File: config.mk
export PLATFORM = sky130hd
export DESIGN_NAME = imu_status_regs
export DESIGN_NICKNAME = d
export VERILOG_FILES = /design/src/imu_status_regs.v
export VERILOG_INCLUDE_DIRS = /design/src
export SDC_FILE = /design/constraint.sdc
export NUM_CORES = 1
export LEC_CHECK = 0
export BUFFER_PORTS_ARGS = -buffer_cell sky130_fd_sc_hd__buf_2
export CAP_MARGIN = 30
export CORE_UTILIZATION = 58
export CTS_BUF_LIST = sky130_fd_sc_hd__clkbuf_8
export DETAILED_ROUTE_END_ITERATION = 6
export GPL_TIMING_DRIVEN = 1
export MAX_ROUTING_LAYER = met4
export PLACE_DENSITY = 0.83
export SYNTH_ARGS = -nofsm -noshare
export SYNTH_HDL_FRONTEND = slang
export SYNTH_SLANG_ARGS = --single-unit
export TNS_END_PERCENT = 1
File: constraint.sdc
create_clock -name REF_CLK -period 4.2 [get_ports REF_CLK]
set_clock_uncertainty 0.05 [all_clocks]
set_input_delay 0.21 -clock REF_CLK [delete_from_list [all_inputs] [get_ports REF_CLK]]
set_output_delay 0.21 -clock REF_CLK [all_outputs]
set_load 0.05 [all_outputs]
File: src/imu_regs_consts.vh
// Offsets, field positions, reset values of the status register bank
`ifndef IMU_REGS_CONSTS_VH
`define IMU_REGS_CONSTS_VH

// Register indices; byte address is four times the index
`define IDX_DEVICE_IDENTITY 8'h00
`define IDX_ERROR_REPORT 8'h02
`define IDX_SENSOR_FLAGS 8'h03
`define IDX_EXT_X_LOW 8'h04
`define IDX_EXT_X_HIGH 8'h05
`define IDX_EXT_Y_LOW 8'h06
`define IDX_EXT_Y_HIGH 8'h07
`define IDX_EXT_Z_LOW 8'h08
`define IDX_EXT_Z_HIGH 8'h09
`define IDX_EXT_R_LOW 8'h0a
`define IDX_EXT_R_HIGH 8'h0b
`define IDX_EVENT_STATUS 8'h40
`define IDX_EVENT_MASK 8'h41
`define IDX_AUX_BASE 8'h42

// Error report fields
`define ERR_FATAL_BIT 0
`define ERR_CODE_LSB 1
`define ERR_CODE_MSB 4
`define ERR_FIFO_BIT 6
`define ERR_AUX_BIT 7
`define ERR_RESET 8'h00

// Sensor flag fields
`define FLG_AUX_BUSY_BIT 2
`define FLG_CMD_RDY_BIT 4
`define FLG_DRDY_AUX_BIT 5
`define FLG_DRDY_GYR_BIT 6
`define FLG_DRDY_ACC_BIT 7
`define FLG_RESET 8'h10

// Event status / mask layout
`define EVT_FATAL_BIT 0
`define EVT_FIFO_BIT 1
`define EVT_AUX_ERR_BIT 2
`define EVT_DRDY_AUX_BIT 3
`define EVT_DRDY_GYR_BIT 4
`define EVT_DRDY_ACC_BIT 5
`define EVT_WIDTH 6
`define EVT_RESET 6'h00
`define MASK_RESET 6'h00

// Other reset values
`define MIRROR_RESET 8'h00
`define AUX_BASE_RESET 8'h00

`endif

File: src/imu_status_regs.v
// Identity, error, status and auxiliary mirror registers behind APB
//
// Function
// The fatal flag, bit 0 of the error report, sets on a boot or power fault and clears only by power-on or soft reset.
// Bits 4..1 of the error report carry the internal fault code, zero after reset.
// Error bit 6 sets on a streaming read of an overfilled buffer and clears when the error report is read.
// Error bit 7 sets on an auxiliary two-wire master fault and clears when the error report is read.
// Status bit 2 is one while any auxiliary transfer runs, host- or feature-engine-started.
// Status bit 4 is zero while a command executes and one when the decoder is ready, one after reset.
// Status bit 5 sets on new auxiliary data and clears when any auxiliary mirror byte is read.
// Status bit 6 sets on new angular-rate data and clears when any angular-rate data byte is read.
// Status bit 7 sets on new acceleration data and clears when any acceleration data byte is read.
// Offsets 0x04..0x0B mirror eight consecutive auxiliary registers starting at the configured base.
// Mirror bytes are ordered X, Y, Z, R, each low byte then high byte.
// Offset 0x00 reads a fixed eight-bit identification code.
// The error report sits at offset 0x02 and reads zero after reset.
// Host writes to identity, error, status and mirror registers change nothing.
// The host reads the error report only when it means to consume its read-cleared flags.
`timescale 1ns/1ps
`include "imu_regs_consts.vh"

module imu_status_regs #(
	// Arbitrary identification value
	parameter [7:0] ID_CODE = 8'h5a,
	parameter AW = 12
) (
	input wire REF_CLK,
	input wire SRST,
	input wire SOFT_RESET,
	input wire PSEL,
	input wire PENABLE,
	input wire PWRITE,
	input wire [AW-1:0] PADDR,
	input wire [31:0] PWDATA,
	output reg [31:0] PRDATA,
	output reg PREADY,
	output reg PSLVERR,
	input wire FATAL_EVT,
	input wire [3:0] INT_ERR_CODE,
	input wire FIFO_OVF_EVT,
	input wire AUX_ERR_EVT,
	input wire AUX_MAN_BUSY,
	input wire FEAT_ENGINE_BUSY,
	input wire CMD_BUSY,
	input wire ACC_NEW,
	input wire GYR_NEW,
	input wire AUX_NEW,
	input wire ACC_DATA_READ,
	input wire GYR_DATA_READ,
	input wire AUX_WR_EN,
	input wire [7:0] AUX_WR_ADDR,
	input wire [7:0] AUX_WR_DATA,
	output reg [7:0] AUX_BASE,
	output reg IRQ
);

	// Register index from a byte address; misaligned gives all ones
	function [7:0] reg_index;
		input [AW-1:0] addr;
		begin
			if (addr[1:0] != 2'b00 || |addr[AW-1:10])
				reg_index = 8'hff;
			else
				reg_index = addr[9:2];
		end
	endfunction

	// Mirror slot test: true for indices 0x04..0x0b
	function is_mirror;
		input [7:0] idx;
		begin
			is_mirror = (idx >= `IDX_EXT_X_LOW) &&
				(idx <= `IDX_EXT_R_HIGH);
		end
	endfunction

	// slot order X, Y, Z, R, low byte first
	function [2:0] slot_of;
		input [7:0] i;
		begin
			case (i)
			`IDX_EXT_X_LOW:
				slot_of = 3'h0;
			`IDX_EXT_X_HIGH:
				slot_of = 3'h1;
			`IDX_EXT_Y_LOW:
				slot_of = 3'h2;
			`IDX_EXT_Y_HIGH:
				slot_of = 3'h3;
			`IDX_EXT_Z_LOW:
				slot_of = 3'h4;
			`IDX_EXT_Z_HIGH:
				slot_of = 3'h5;
			`IDX_EXT_R_LOW:
				slot_of = 3'h6;
			`IDX_EXT_R_HIGH:
				slot_of = 3'h7;
			default:
				slot_of = 3'h0;
			endcase
		end
	endfunction

	reg [7:0] err_r;
	reg [7:0] err_nxt;
	reg [7:0] flags_r;
	reg [7:0] flags_nxt;
	reg [7:0] mirror_r [0:7];
	reg [`EVT_WIDTH-1:0] evt_r;
	reg [`EVT_WIDTH-1:0] evt_nxt;
	reg [`EVT_WIDTH-1:0] mask_r;
	reg [7:0] base_r;
	reg [31:0] rdata_nxt;
	reg slverr_nxt;
	reg [7:0] cap_r;
	reg [7:0] cap_idx_r;
	reg [7:0] idx;
	wire setup_ph;
	wire done;
	wire rd_done;
	wire wr_done;
	wire clr_err;
	wire clr_evt;
	wire [`EVT_WIDTH-1:0] evt_set;
	wire [7:0] slot;
	wire [7:0] slot_hit;
	wire clr_aux;
	wire wr_mask;
	wire wr_base;
	wire aux_busy;
	wire cmd_ready;
	reg [`EVT_WIDTH-1:0] mask_nxt;
	reg [7:0] base_nxt;

	// Setup phase and completing access phase
	assign setup_ph = PSEL & ~PENABLE;
	assign done = PSEL & PENABLE & PREADY;
	assign rd_done = done & ~PWRITE;
	assign wr_done = done & PWRITE;

	// Read-clear effects are tied to the completing edge, not to setup
	assign clr_err = rd_done & (cap_idx_r == `IDX_ERROR_REPORT);
	assign clr_evt = rd_done & (cap_idx_r == `IDX_EVENT_STATUS);
	assign clr_aux = rd_done & is_mirror(cap_idx_r);

	// only the mask and base registers take writes
	assign wr_mask = wr_done & (cap_idx_r == `IDX_EVENT_MASK);
	assign wr_base = wr_done & (cap_idx_r == `IDX_AUX_BASE);

	// Live status sources, copied into the flags every cycle
	assign aux_busy = AUX_MAN_BUSY | FEAT_ENGINE_BUSY;
	assign cmd_ready = ~CMD_BUSY;

	// Events feeding the interrupt status
	assign evt_set[`EVT_FATAL_BIT] = FATAL_EVT;
	assign evt_set[`EVT_FIFO_BIT] = FIFO_OVF_EVT;
	assign evt_set[`EVT_AUX_ERR_BIT] = AUX_ERR_EVT;
	assign evt_set[`EVT_DRDY_AUX_BIT] = AUX_NEW;
	assign evt_set[`EVT_DRDY_GYR_BIT] = GYR_NEW;
	assign evt_set[`EVT_DRDY_ACC_BIT] = ACC_NEW;

	// Offset of an auxiliary write from the configured base
	assign slot = AUX_WR_ADDR - base_r;

	// Error report next value
	always @*
	begin
		err_nxt = err_r;
		// fatal flag sticky
		if (SOFT_RESET)
			err_nxt[`ERR_FATAL_BIT] = 1'b0;
		else if (FATAL_EVT)
			err_nxt[`ERR_FATAL_BIT] = 1'b1;
		// live fault code
		err_nxt[`ERR_CODE_MSB:`ERR_CODE_LSB] = INT_ERR_CODE;
		// fifo fault read-clear
		// Only bits seen by the host are dropped; a set wins
		if (clr_err && cap_r[`ERR_FIFO_BIT])
			err_nxt[`ERR_FIFO_BIT] = 1'b0;
		if (FIFO_OVF_EVT)
			err_nxt[`ERR_FIFO_BIT] = 1'b1;
		// aux fault read-clear
		if (clr_err && cap_r[`ERR_AUX_BIT])
			err_nxt[`ERR_AUX_BIT] = 1'b0;
		if (AUX_ERR_EVT)
			err_nxt[`ERR_AUX_BIT] = 1'b1;
		err_nxt[5] = 1'b0;
		// Soft reset clears every field, events included
		if (SOFT_RESET)
			err_nxt = `ERR_RESET;
	end

	// Status flags next value
	always @*
	begin
		flags_nxt = 8'h00;
		// busy from either source
		flags_nxt[`FLG_AUX_BUSY_BIT] = aux_busy;
		// ready when no command runs
		flags_nxt[`FLG_CMD_RDY_BIT] = cmd_ready;
		// aux data ready
		flags_nxt[`FLG_DRDY_AUX_BIT] = flags_r[`FLG_DRDY_AUX_BIT];
		if (clr_aux)
			flags_nxt[`FLG_DRDY_AUX_BIT] = 1'b0;
		if (AUX_NEW)
			flags_nxt[`FLG_DRDY_AUX_BIT] = 1'b1;
		// gyro data ready
		flags_nxt[`FLG_DRDY_GYR_BIT] = flags_r[`FLG_DRDY_GYR_BIT];
		if (GYR_DATA_READ)
			flags_nxt[`FLG_DRDY_GYR_BIT] = 1'b0;
		if (GYR_NEW)
			flags_nxt[`FLG_DRDY_GYR_BIT] = 1'b1;
		// accel data ready
		flags_nxt[`FLG_DRDY_ACC_BIT] = flags_r[`FLG_DRDY_ACC_BIT];
		if (ACC_DATA_READ)
			flags_nxt[`FLG_DRDY_ACC_BIT] = 1'b0;
		if (ACC_NEW)
			flags_nxt[`FLG_DRDY_ACC_BIT] = 1'b1;
		if (SOFT_RESET)
			flags_nxt = `FLG_RESET;
	end

	// Interrupt status next value
	always @*
	begin
		evt_nxt = evt_r;
		if (clr_evt)
			evt_nxt = evt_r & ~cap_r[`EVT_WIDTH-1:0];
		evt_nxt = evt_nxt | evt_set;
		if (SOFT_RESET)
			evt_nxt = `EVT_RESET;
	end

	// Read mux, evaluated in the setup phase
	always @*
	begin
		idx = reg_index(PADDR);
		rdata_nxt = 32'h00000000;
		slverr_nxt = 1'b0;
		if (is_mirror(idx))
			// mirror slot by index
			rdata_nxt[7:0] = mirror_r[slot_of(idx)];
		else
			case (idx)
			// fixed identity
			`IDX_DEVICE_IDENTITY:
				rdata_nxt[7:0] = ID_CODE;
			// error report at 0x02
			`IDX_ERROR_REPORT:
				rdata_nxt[7:0] = err_r;
			`IDX_SENSOR_FLAGS:
				rdata_nxt[7:0] = flags_r;
			`IDX_EVENT_STATUS:
				rdata_nxt[`EVT_WIDTH-1:0] = evt_r;
			`IDX_EVENT_MASK:
				rdata_nxt[`EVT_WIDTH-1:0] = mask_r;
			`IDX_AUX_BASE:
				rdata_nxt[7:0] = base_r;
			default:
				slverr_nxt = 1'b1;
			endcase
	end

	// APB handshake: one wait-free access phase per transfer
	always @(posedge REF_CLK)
	begin
		if (SRST)
		begin
			PREADY <= 1'b0;
			PSLVERR <= 1'b0;
		end
		else if (setup_ph)
		begin
			PREADY <= 1'b1;
			PSLVERR <= slverr_nxt;
		end
		else if (done)
		begin
			PREADY <= 1'b0;
			PSLVERR <= 1'b0;
		end
	end

	// Read data and target captured at setup, so a read-clear
	// drops only what the host was actually shown
	always @(posedge REF_CLK)
	begin
		if (SRST)
		begin
			PRDATA <= 32'h00000000;
			cap_r <= 8'h00;
			cap_idx_r <= 8'hff;
		end
		else if (setup_ph)
		begin
			PRDATA <= PWRITE ? 32'h00000000 : rdata_nxt;
			cap_r <= rdata_nxt[7:0];
			cap_idx_r <= reg_index(PADDR);
		end
	end

	// Flags and error report
	always @(posedge REF_CLK)
	begin
		if (SRST)
		begin
			err_r <= `ERR_RESET;
			flags_r <= `FLG_RESET;
		end
		else
		begin
			err_r <= err_nxt;
			flags_r <= flags_nxt;
		end
	end

	// Interrupt status and its level output
	always @(posedge REF_CLK)
	begin
		if (SRST)
		begin
			evt_r <= `EVT_RESET;
			IRQ <= 1'b0;
		end
		else
		begin
			evt_r <= evt_nxt;
			// Next-state view, so a new mask acts on the same edge
			IRQ <= |(evt_nxt & mask_nxt);
		end
	end

	// Writable registers next value
	always @*
	begin
		mask_nxt = mask_r;
		base_nxt = base_r;
		if (SOFT_RESET)
		begin
			mask_nxt = `MASK_RESET;
			base_nxt = `AUX_BASE_RESET;
		end
		else
		begin
			if (wr_mask)
				mask_nxt = PWDATA[`EVT_WIDTH-1:0];
			if (wr_base)
				base_nxt = PWDATA[7:0];
		end
	end

	// Writable registers; the base is also driven out to the link
	always @(posedge REF_CLK)
	begin
		if (SRST)
		begin
			mask_r <= `MASK_RESET;
			base_r <= `AUX_BASE_RESET;
			AUX_BASE <= `AUX_BASE_RESET;
		end
		else
		begin
			mask_r <= mask_nxt;
			base_r <= base_nxt;
			AUX_BASE <= base_nxt;
		end
	end

	// Mirror bytes, one slot per offset from the configured base
	genvar g;
	generate
		for (g = 0; g < 8; g = g + 1)
		begin : mirror_slot
			// capture base plus offset
			assign slot_hit[g] = AUX_WR_EN && ({24'h000000, slot} == g);
			always @(posedge REF_CLK)
			begin
				if (SRST || SOFT_RESET)
					mirror_r[g] <= `MIRROR_RESET;
				else if (slot_hit[g])
					mirror_r[g] <= AUX_WR_DATA;
			end
		end
	endgenerate

endmodule // imu_status_regs

# Word-level counts from Yosys, hierarchy flattened
# Memory sizes are Yosys's and may differ from the RTL's.
# Cells that the tools add are included.
# totals
register_bits	87
latchBits	0
mem_bits_rw	64
mem_bits_ro	48
in_bits	82
output_inout_bits	43
mem_count	2
# op_classes
addsub	1
mul	0
n_div	0
magnitude_cmp	4
n_eq_ne	16
n_shift	0
mux	60
n_bitwise	26
n_reduce_logical	28
# mem_list
memory	depth	width	read_ports	rd_ports_with_merged_regs	wr	line_no	source
mirror_r	8	8	1	0	8	imu_status_regs.v:108	reg [7:0] mirror_r [0:7];
(name not given)	16	3	1	0	0	imu_status_regs.v:81	case (i)
# op_table
operator	n
two-way mux 8 bit	11
equality test 8 x 7 -> 1 bit (second input constant)	6
two-way mux 1 bit	41
equality test 8 x 2 -> 1 bit (second input constant)	5
case mux 6 bit (6 select lines)	1
equality test 8 x 3 -> 1 bit (second input constant)	4
two-way mux 6 bit	4
>= comparator 8 x 3 -> 1 bit (second input constant)	2
less-or-equal comparator 8 x 4 -> 1 bit (second input constant)	2
zero test 8 bit	2
nonzero test 2 bit	7
bitwise AND 6 bit	2
logical AND 1 bit	12
OR reduction 6 bit	2
bitwise AND 1 bit	10
OR 1 bit	9
equality test 8 x 1 -> 1 bit (second input constant)	1
case mux 2 bit (4 select lines)	1
subtractor 8 bit	1
two-way mux 3 bit	2
inverter 6 bit	1
OR 6 bit	1
zero test 4 bit	1
OR reduction 2 bit	2
2 further kinds	5

# Depth between registers and ports, before layout
# Gate-level depths: netlist of the first run.
# logic_depth
ltp_word	9
depth_mapped	11
depth_no_buf	10

# Worst setup path before layout of the first run
# No wires, ideal clock.
# synth_timing
path_type	register to register
from	reg base_r[0]
to	mem mirror_r[3][0], enable pin
setup_ns	0.398
t_arrival_ns	3.383
path_slack_ns	0.369
path_stages_with_launch	10
n_path_buf	0
synth_period_minus_slack_ns	3.831
cell_sequence	dfxtp_1 -> ha_1 -> inv_1 -> fa_1 -> a21o_1 -> a21oi_1 -> nor2_1 -> a221oi_1 -> o221ai_1 -> o41ai_1
# synth_lines
item	line_no	source
start, declared	imu_status_regs.v:112	reg [7:0] base_r;
start signal, assigned	imu_status_regs.v:358	base_r <= `AUX_BASE_RESET;
start signal, assigned	imu_status_regs.v:364	base_r <= base_nxt;
end, declared	imu_status_regs.v:108	

==> flow_metrics.env, run 1 <==
export IMPL_max_slew_margin=0.324
export IMPL_hold_viol=0
export IMPL_period_needed_ns=3.54
export IMPL_max_stage_delay_ns=0.43
export IMPL_synthFlopType="edfxtp_1"
export IMPL_io_pins=125
export IMPL_critical_path_slowest_cell="dfxtp_1"
export IMPL_routedWlPerCell_um=19.4
export IMPL_vias=6036
export IMPL_worstMarginPinSlew_ns=1.01
export IMPL_overflow=0
export IMPL_finalWorstSetupSlack_ns=0.665
export IMPL_peakVddDrop_uv=302
export IMPL_finalSetupViolations=0
export IMPL_crit_required_ns=4.30
export IMPL_wl_mm=18.6
export IMPL_grt_antenna_before_repair=0
export IMPL_fp_row_count=38
export IMPL_hold_class="primary input to register"
export IMPL_grt_pass1_vias=5590
export IMPL_grt_setup_unrepaired="no"
export IMPL_fill_cells=844
export IMPL_fp_dieW_um=110
export IMPL_crit_fanout=28
export IMPL_final_util=0.695
export IMPL_cts_max_path_buffers=2
export IMPL_period_share=0.842
export IMPL_ys_async_sr_fraction=0
export IMPL_synth_most_common_cell="nor3_1"
export IMPL_grt_max_degree=71
export IMPL_gp_congestion=0.955
export IMPL_num_antenna_cells=0
export IMPL_synth_top_area_frac=0.286
export IMPL_start_util=0.607
export IMPL_drcViolationCount=0
export IMPL_cts_tree="yes"
export IMPL_ys_seq_area_frac=0.462
export IMPL_grt_usage=0.335
export IMPL_ys_types=71
export IMPL_avgSynthCellArea_um2=9.17
export IMPL_clk_transition_reported_paths_ns=0.07
export IMPL_fmax_mhz=283
export IMPL_status="finished, final reports clean"
export IMPL_area_growth_pct=14.7
export IMPL_critical_path_class="register to register"
export IMPL_drv_cap=0
export IMPL_setup_tns_ns=0
export IMPL_core_um2=11100
export IMPL_drt_iter0_drc=656
export IMPL_synth_cells=733
export IMPL_portBuffers=76
export IMPL_crit_path_frequent_cell="buf_4"
export IMPL_cts_resized=0
export IMPL_ys_warn_count=0
export IMPL_critPathCaptureType="register"
export IMPL_syn_cell_area_um2=6720
export IMPL_cts_made_buffers=17
export IMPL_drtAntennaViolNets=0
export IMPL_dp_hpwl_mm=12.8
export IMPL_htreeDepth=4
export IMPL_nets=897
export IMPL_leakagePower_uw=0.00290
export IMPL_ys_top_cells_by_count="nor3_1, nor2_1, nand3_1"
export IMPL_crit_arrival_ns=3.64
export IMPL_crit_chain="ha_1, inv_1, fa_1, a21o_1, a21oi_1, nor2_1, a221oi_1, o221ai_4, buf_4, o31ai_1, buf_4"
export IMPL_drive_gt1_frac=0.178
export IMPL_die_area_um2=12000
export IMPL_drt_first_pass_iters=7
export IMPL_grt_pass1_wl_mm=28.7
export IMPL_ys_seq_elements=123
export IMPL_place_ws_ns=0.719
export IMPL_synth_edf_count=64
export IMPL_yosys_top_cells_area="edfxtp_1, dfxtp_1, nor3_1"
export IMPL_dpl_cell_count=905
export IMPL_layout_cells_non_filler=960
export IMPL_drt_vias_per_instance=6.29
export IMPL_root_buffer="clkbuf_8"
export IMPL_slew_viol_final=0
export IMPL_clock_sinks=123
export IMPL_die_height_um=110
export IMPL_start_kind="register"
export IMPL_power_density_nw_per_um2=341
export IMPL_total_power_uw=2630
export IMPL_synth_top_area_cell="edfxtp_1"
export IMPL_clk_insertion_delay_late_ns=0.45
==> critical path, delay by kind of cell, from the launching register on <==
kind	cells	cell delay [ns]
buffers and inverters	3	0.61
AOI/OAI and AO/OA	5	1.45
and+or+nand+nor	1	0.07
DFF	1	0.43
adders and majority gates	2	0.63
==> sequential cells by signal, summed over array words and instances, names as in the netlist <==
register,count
PSLVERR,1
mirror_r,64
cap_idx_r,8
err_r,7
mask_r,6
cap_r,8
base_r,8
evt_r,6
PRDATA,8
flags_r,5
IRQ,1
PREADY,1
==> per-stage QoR <==
stage / hold slack [ns] / instance area, µm²
2_1_floorplan: 0.222 / 6810
3_3_place_gp: 0.346 / 7100
3_5_place_dp: 0.352 / 7100
4_1_cts: 0.00244 / 7650
5_1_grt: 0.0370 / 7700
6_report: 0.0221 / 7700
==> power by group <==
part / internal [µW] / switching (µW) / leakage (µW)
Combinational: 109 / 259 / 0.00151
Clock: 503 / 444 / 0.000188
Sequential: 1300 / 17.0 / 0.00120
Total: 1910 / 720 / 0.00290
==> cells in the final DEF (no fill, tap or decap), types with 17 or more instances in the layout <==
master         netlist  layout
dfxtp_1             59      59
a21oi_1             23      23
conb_1               1      24
inv_1               24      27
nor3_1              71      71
o21ai_0             19      19
edfxtp_1            64      64
buf_2                7      77
nor4_1              17      17
clkbuf_8             0      17
dlygate4sd3_1        0      20
nor2_1              68      68
mux2i_1             28      28
nand3_1             65      65
nand2_1             47      47
==> metal layers <==
| metal | wire length, µm | global-route usage |
|---|---|---|
| met5 | 0 | - |
| met2 | 8830 | 0.522 |
| met4 | 754 | 0.181 |
| met1 | 7330 | 0.401 |
| met3 | 1700 | 0.0818 |
==> cell type report <==
type                       count  area [µm²]  area share
multi-input combinational    525        3210       0.417
timing repair buffer         116         773       0.100
clock buffer                  17         234      0.0304
inverter                      24        90.1      0.0117
sequential                   123        3100       0.403
clock inverter                15         116      0.0151
tap                          140         175      0.0227
==> cells by family after synthesis <==
| kind of cell | synth area share |
|---|---|
| simple gates | 0.250 |
| compound gates | 0.131 |
| flops | 0.462 |
| buf+inv | 0.0767 |
| mux | 0.0568 |
| fa+ha+maj | 0.0160 |
| xor+xnor | 0.00652 |
| other cells | 0.000558 |
==> worst paths after layout <==
kind / from / to / slack, ns / cells after the start
hold / removal: PWDATA[4] / mask_r[4] / 0.02 / 3
setup reg to reg: base_r[0] / mirror_r[5][2] / 0.66 / 11
setup / recovery: base_r[0] / mirror_r[5][2] / 0.66 / 11
hold reg to reg: PRDATA[5] / PRDATA[5] / 0.41 / 2
==> what timing repair did <==
| action | CTS | global route |
|---|---|---|
| setup buffers | 0 | 0 |
| hold buffers | 20 | 0 |
| endpoints found under the setup margin | 0 | 0 |
| hold endpoints to repair | 26 | 0 |
No activity file was read; power rests on OpenSTA's default activity.
==> run 2, diff against run 1 <==
--- a/config.mk
+++ b/config.mk
@@ -8,12 +8,12 @@
 export LEC_CHECK = 0
 export BUFFER_PORTS_ARGS = -buffer_cell sky130_fd_sc_hd__buf_2
 export CAP_MARGIN = 30
-export CORE_UTILIZATION = 58
+export CORE_UTILIZATION = 52
 export CTS_BUF_LIST = sky130_fd_sc_hd__clkbuf_8
 export DETAILED_ROUTE_END_ITERATION = 6
 export GPL_TIMING_DRIVEN = 1
 export MAX_ROUTING_LAYER = met4
-export PLACE_DENSITY = 0.83
+export PLACE_DENSITY = 0.78
 export SYNTH_ARGS = -nofsm -noshare
 export SYNTH_HDL_FRONTEND = slang
 export SYNTH_SLANG_ARGS = --single-unit
==> constraint.sdc (replaced) <==
create_clock -name REF_CLK -period 3 [get_ports REF_CLK]
set_clock_uncertainty 0.05 [all_clocks]
set_input_delay 0.15 -clock REF_CLK [delete_from_list [all_inputs] [get_ports REF_CLK]]
set_output_delay 0.15 -clock REF_CLK [all_outputs]
set_load 0.05 [all_outputs]
==> run 2 against run 1 <==
  * Count of clock-buffer cells in the layout unchanged
  * Fmax is 23% higher
  * Sequential power rose by 39%
  * Non-clock buffer count rose by 23
  * Final cell count rose by 5.7%
  * Design area increased by 6.2%
  * Critical endpoint is now mirror_r[3][1]
  * Largest cell class unchanged
  * Largest power group unchanged
  * Highest routed layer unchanged
==> flow_metrics.env, run 2 (synthesized netlist as in run 1, its figures left out) <==
export IMPL_period_share=0.962
export IMPL_start_kind="register"
export IMPL_drive_gt1_frac=0.214
export IMPL_combPwrFrac=0.137
export IMPL_clk_insertion_delay_late_ns=0.45
export IMPL_drt_iter0_drc=763
export IMPL_drv_cap=0
export IMPL_hold_viol=0
export IMPL_worstMarginPinSlew_ns=0.674
export IMPL_place_area_um2=7440
export IMPL_leakagePower_uw=0.00307
export IMPL_max_stage_delay_ns=0.38
export IMPL_cts_made_buffers=17
export IMPL_dp_hpwl_mm=13.7
export IMPL_clock_sinks=123
export IMPL_clk_transition_reported_paths_ns=0.07
export IMPL_pwr_share_seq=0.458
export IMPL_peakVddDrop_uv=372
export IMPL_drt_vias_per_instance=6.04
export IMPL_fill_cells=999
export IMPL_critical_path_slowest_cell="fa_1"
export IMPL_multiInputGateArea_um2=3340
export IMPL_cts_max_path_buffers=2
export IMPL_nets=920
export IMPL_fp_row_count=41
export IMPL_gp_congestion=0.960
export IMPL_htreeDepth=4
export IMPL_core_um2=12600
export IMPL_grt_usage=0.311
export IMPL_area_growth_pct=21.7
export IMPL_fin_area_um2=8180
export IMPL_power_internal_uw=2970
export IMPL_critical_path_class="register to register"
export IMPL_final_util=0.648
export IMPL_switching_share=0.264
export IMPL_grt_max_degree=58
export IMPL_grt_pass1_vias=5689
export IMPL_num_antenna_cells=0
export IMPL_hold_class="primary input to register"
export IMPL_finalSetupViolations=0
export IMPL_crit_fanout=8
export IMPL_crit_arrival_ns=2.99
export IMPL_drcViolationCount=0
export IMPL_largest_reg_flops=64
export IMPL_critPathCaptureType="register"
export IMPL_clockPowerShare=0.405
export IMPL_holdWs_ns=0.0352
export IMPL_final_cell_mix="buf_2, nor3_1, nor2_1"
export IMPL_p_sw_uw=1060
export IMPL_die_area_um2=13400
export IMPL_routedWlPerCell_um=19.0
export IMPL_power_density_nw_per_um2=493
export IMPL_slew_viol_final=0
export IMPL_grt_antenna_before_repair=0
export IMPL_die_height_um=116
export IMPL_io_pins=125
export IMPL_drt_first_pass_iters=6
export IMPL_max_slew_margin=0.547
export IMPL_overflow=0
export IMPL_root_buffer="clkbuf_8"
export IMPL_fmax_mhz=347
export IMPL_crit_required_ns=3.11
export IMPL_wl_mm=19.3
export IMPL_cts_tree="yes"
export IMPL_status="finished, final reports clean"
export IMPL_ff_latch_area_um2=3110
export IMPL_portBuffers=76
export IMPL_grt_pass1_wl_mm=30.0
export IMPL_period_needed_ns=2.89
export IMPL_layout_commonest_cell="buf_2"
export IMPL_vias=6130
export IMPL_fp_dieW_um=116
export IMPL_setup_tns_ns=0
export IMPL_regMostFlops="mirror_r"
export IMPL_start_util=0.532
export IMPL_crit_chain="ha_1, inv_1, fa_1, a21o_1, a21oi_1, nor2_1, a221oi_2, o221ai_4, buf_12, o41ai_4, buf_4"
export IMPL_drtAntennaViolNets=0
## run 2: changes by cell type in the layout (fill, tap and decap cells not counted), moves of 2 or more
cell / delta
buf_12: +3
buf_4: +15
bufinv_16: +3
clkinv_1: -4
clkinvlp_4: +2
dfxtp_1: -3
dfxtp_2: +2
dlygate4sd3_1: +7
o31ai_1: -6
o31ai_4: +6
o41ai_1: -2
o41ai_4: +2
## run 2: timing repair
| item | CTS | global route |
|---|---|---|
| buffers inserted | 1 | 0 |
| hold buffers | 27 | 0 |
| gates cloned | 0 | 0 |
| setup endpoints to repair | 4 | 53 |
| endpoints found under the hold margin | 35 | 0 |
| resized for setup | 0 | 1 |
## run 2: layout make-up
class	count	area share
multi-input cells	525	0.408
flip-flops and latches	123	0.380
repair buffers	139	0.120
clock buffers	17	0.0286
well taps	172	0.0263
clock inverters	15	0.0252
inverters	24	0.0110
## run 2: final timing paths
check                               start             end  slack [ns]  depth (start not counted)
worst max-delay path            base_r[0]  mirror_r[3][1]        0.11                         11
worst min-delay path             PADDR[7]    cap_idx_r[5]        0.04                          3
worst max register to register  base_r[0]  mirror_r[3][1]        0.11                         11
worst min register to register   err_r[0]        err_r[0]        0.43                          2
## run 2: critical path, delay by kind of cell, from the launching register on
family / cells / cell delay [ns]
fa+ha+maj: 2 / 0.53
buf+inv: 3 / 0.46
flops: 1 / 0.34
simple gates: 1 / 0.08
compound gates: 5 / 1.14
## run 2: per-stage QoR
step	cells	worst slack [ns]	total power, µW
after detailed placement	955	-0.0742	2390
final	1015	0.114	4030
after global routing	1015	-0.0292	4150
after CTS	1015	0.0214	4020
after floorplan	756	-0.0202	2250
after global placement	955	0.0994	2370
## run 2: power by group through the flow
stage,Sequential [µW],Combinational (µW),Clock (µW)
detailed placement,1880,508,0
CTS,1840,540,1640
global route,1850,590,1710
finish,1840,554,1630
floorplan,1880,372,0
global placement,1880,494,0
## run 2: layer usage
layer / GRT usage / share of wire
met2: 0.487 / 0.47
met4: 0.142 / 0.034
met1: 0.389 / 0.41
met3: 0.0622 / 0.085
met5: - / 0
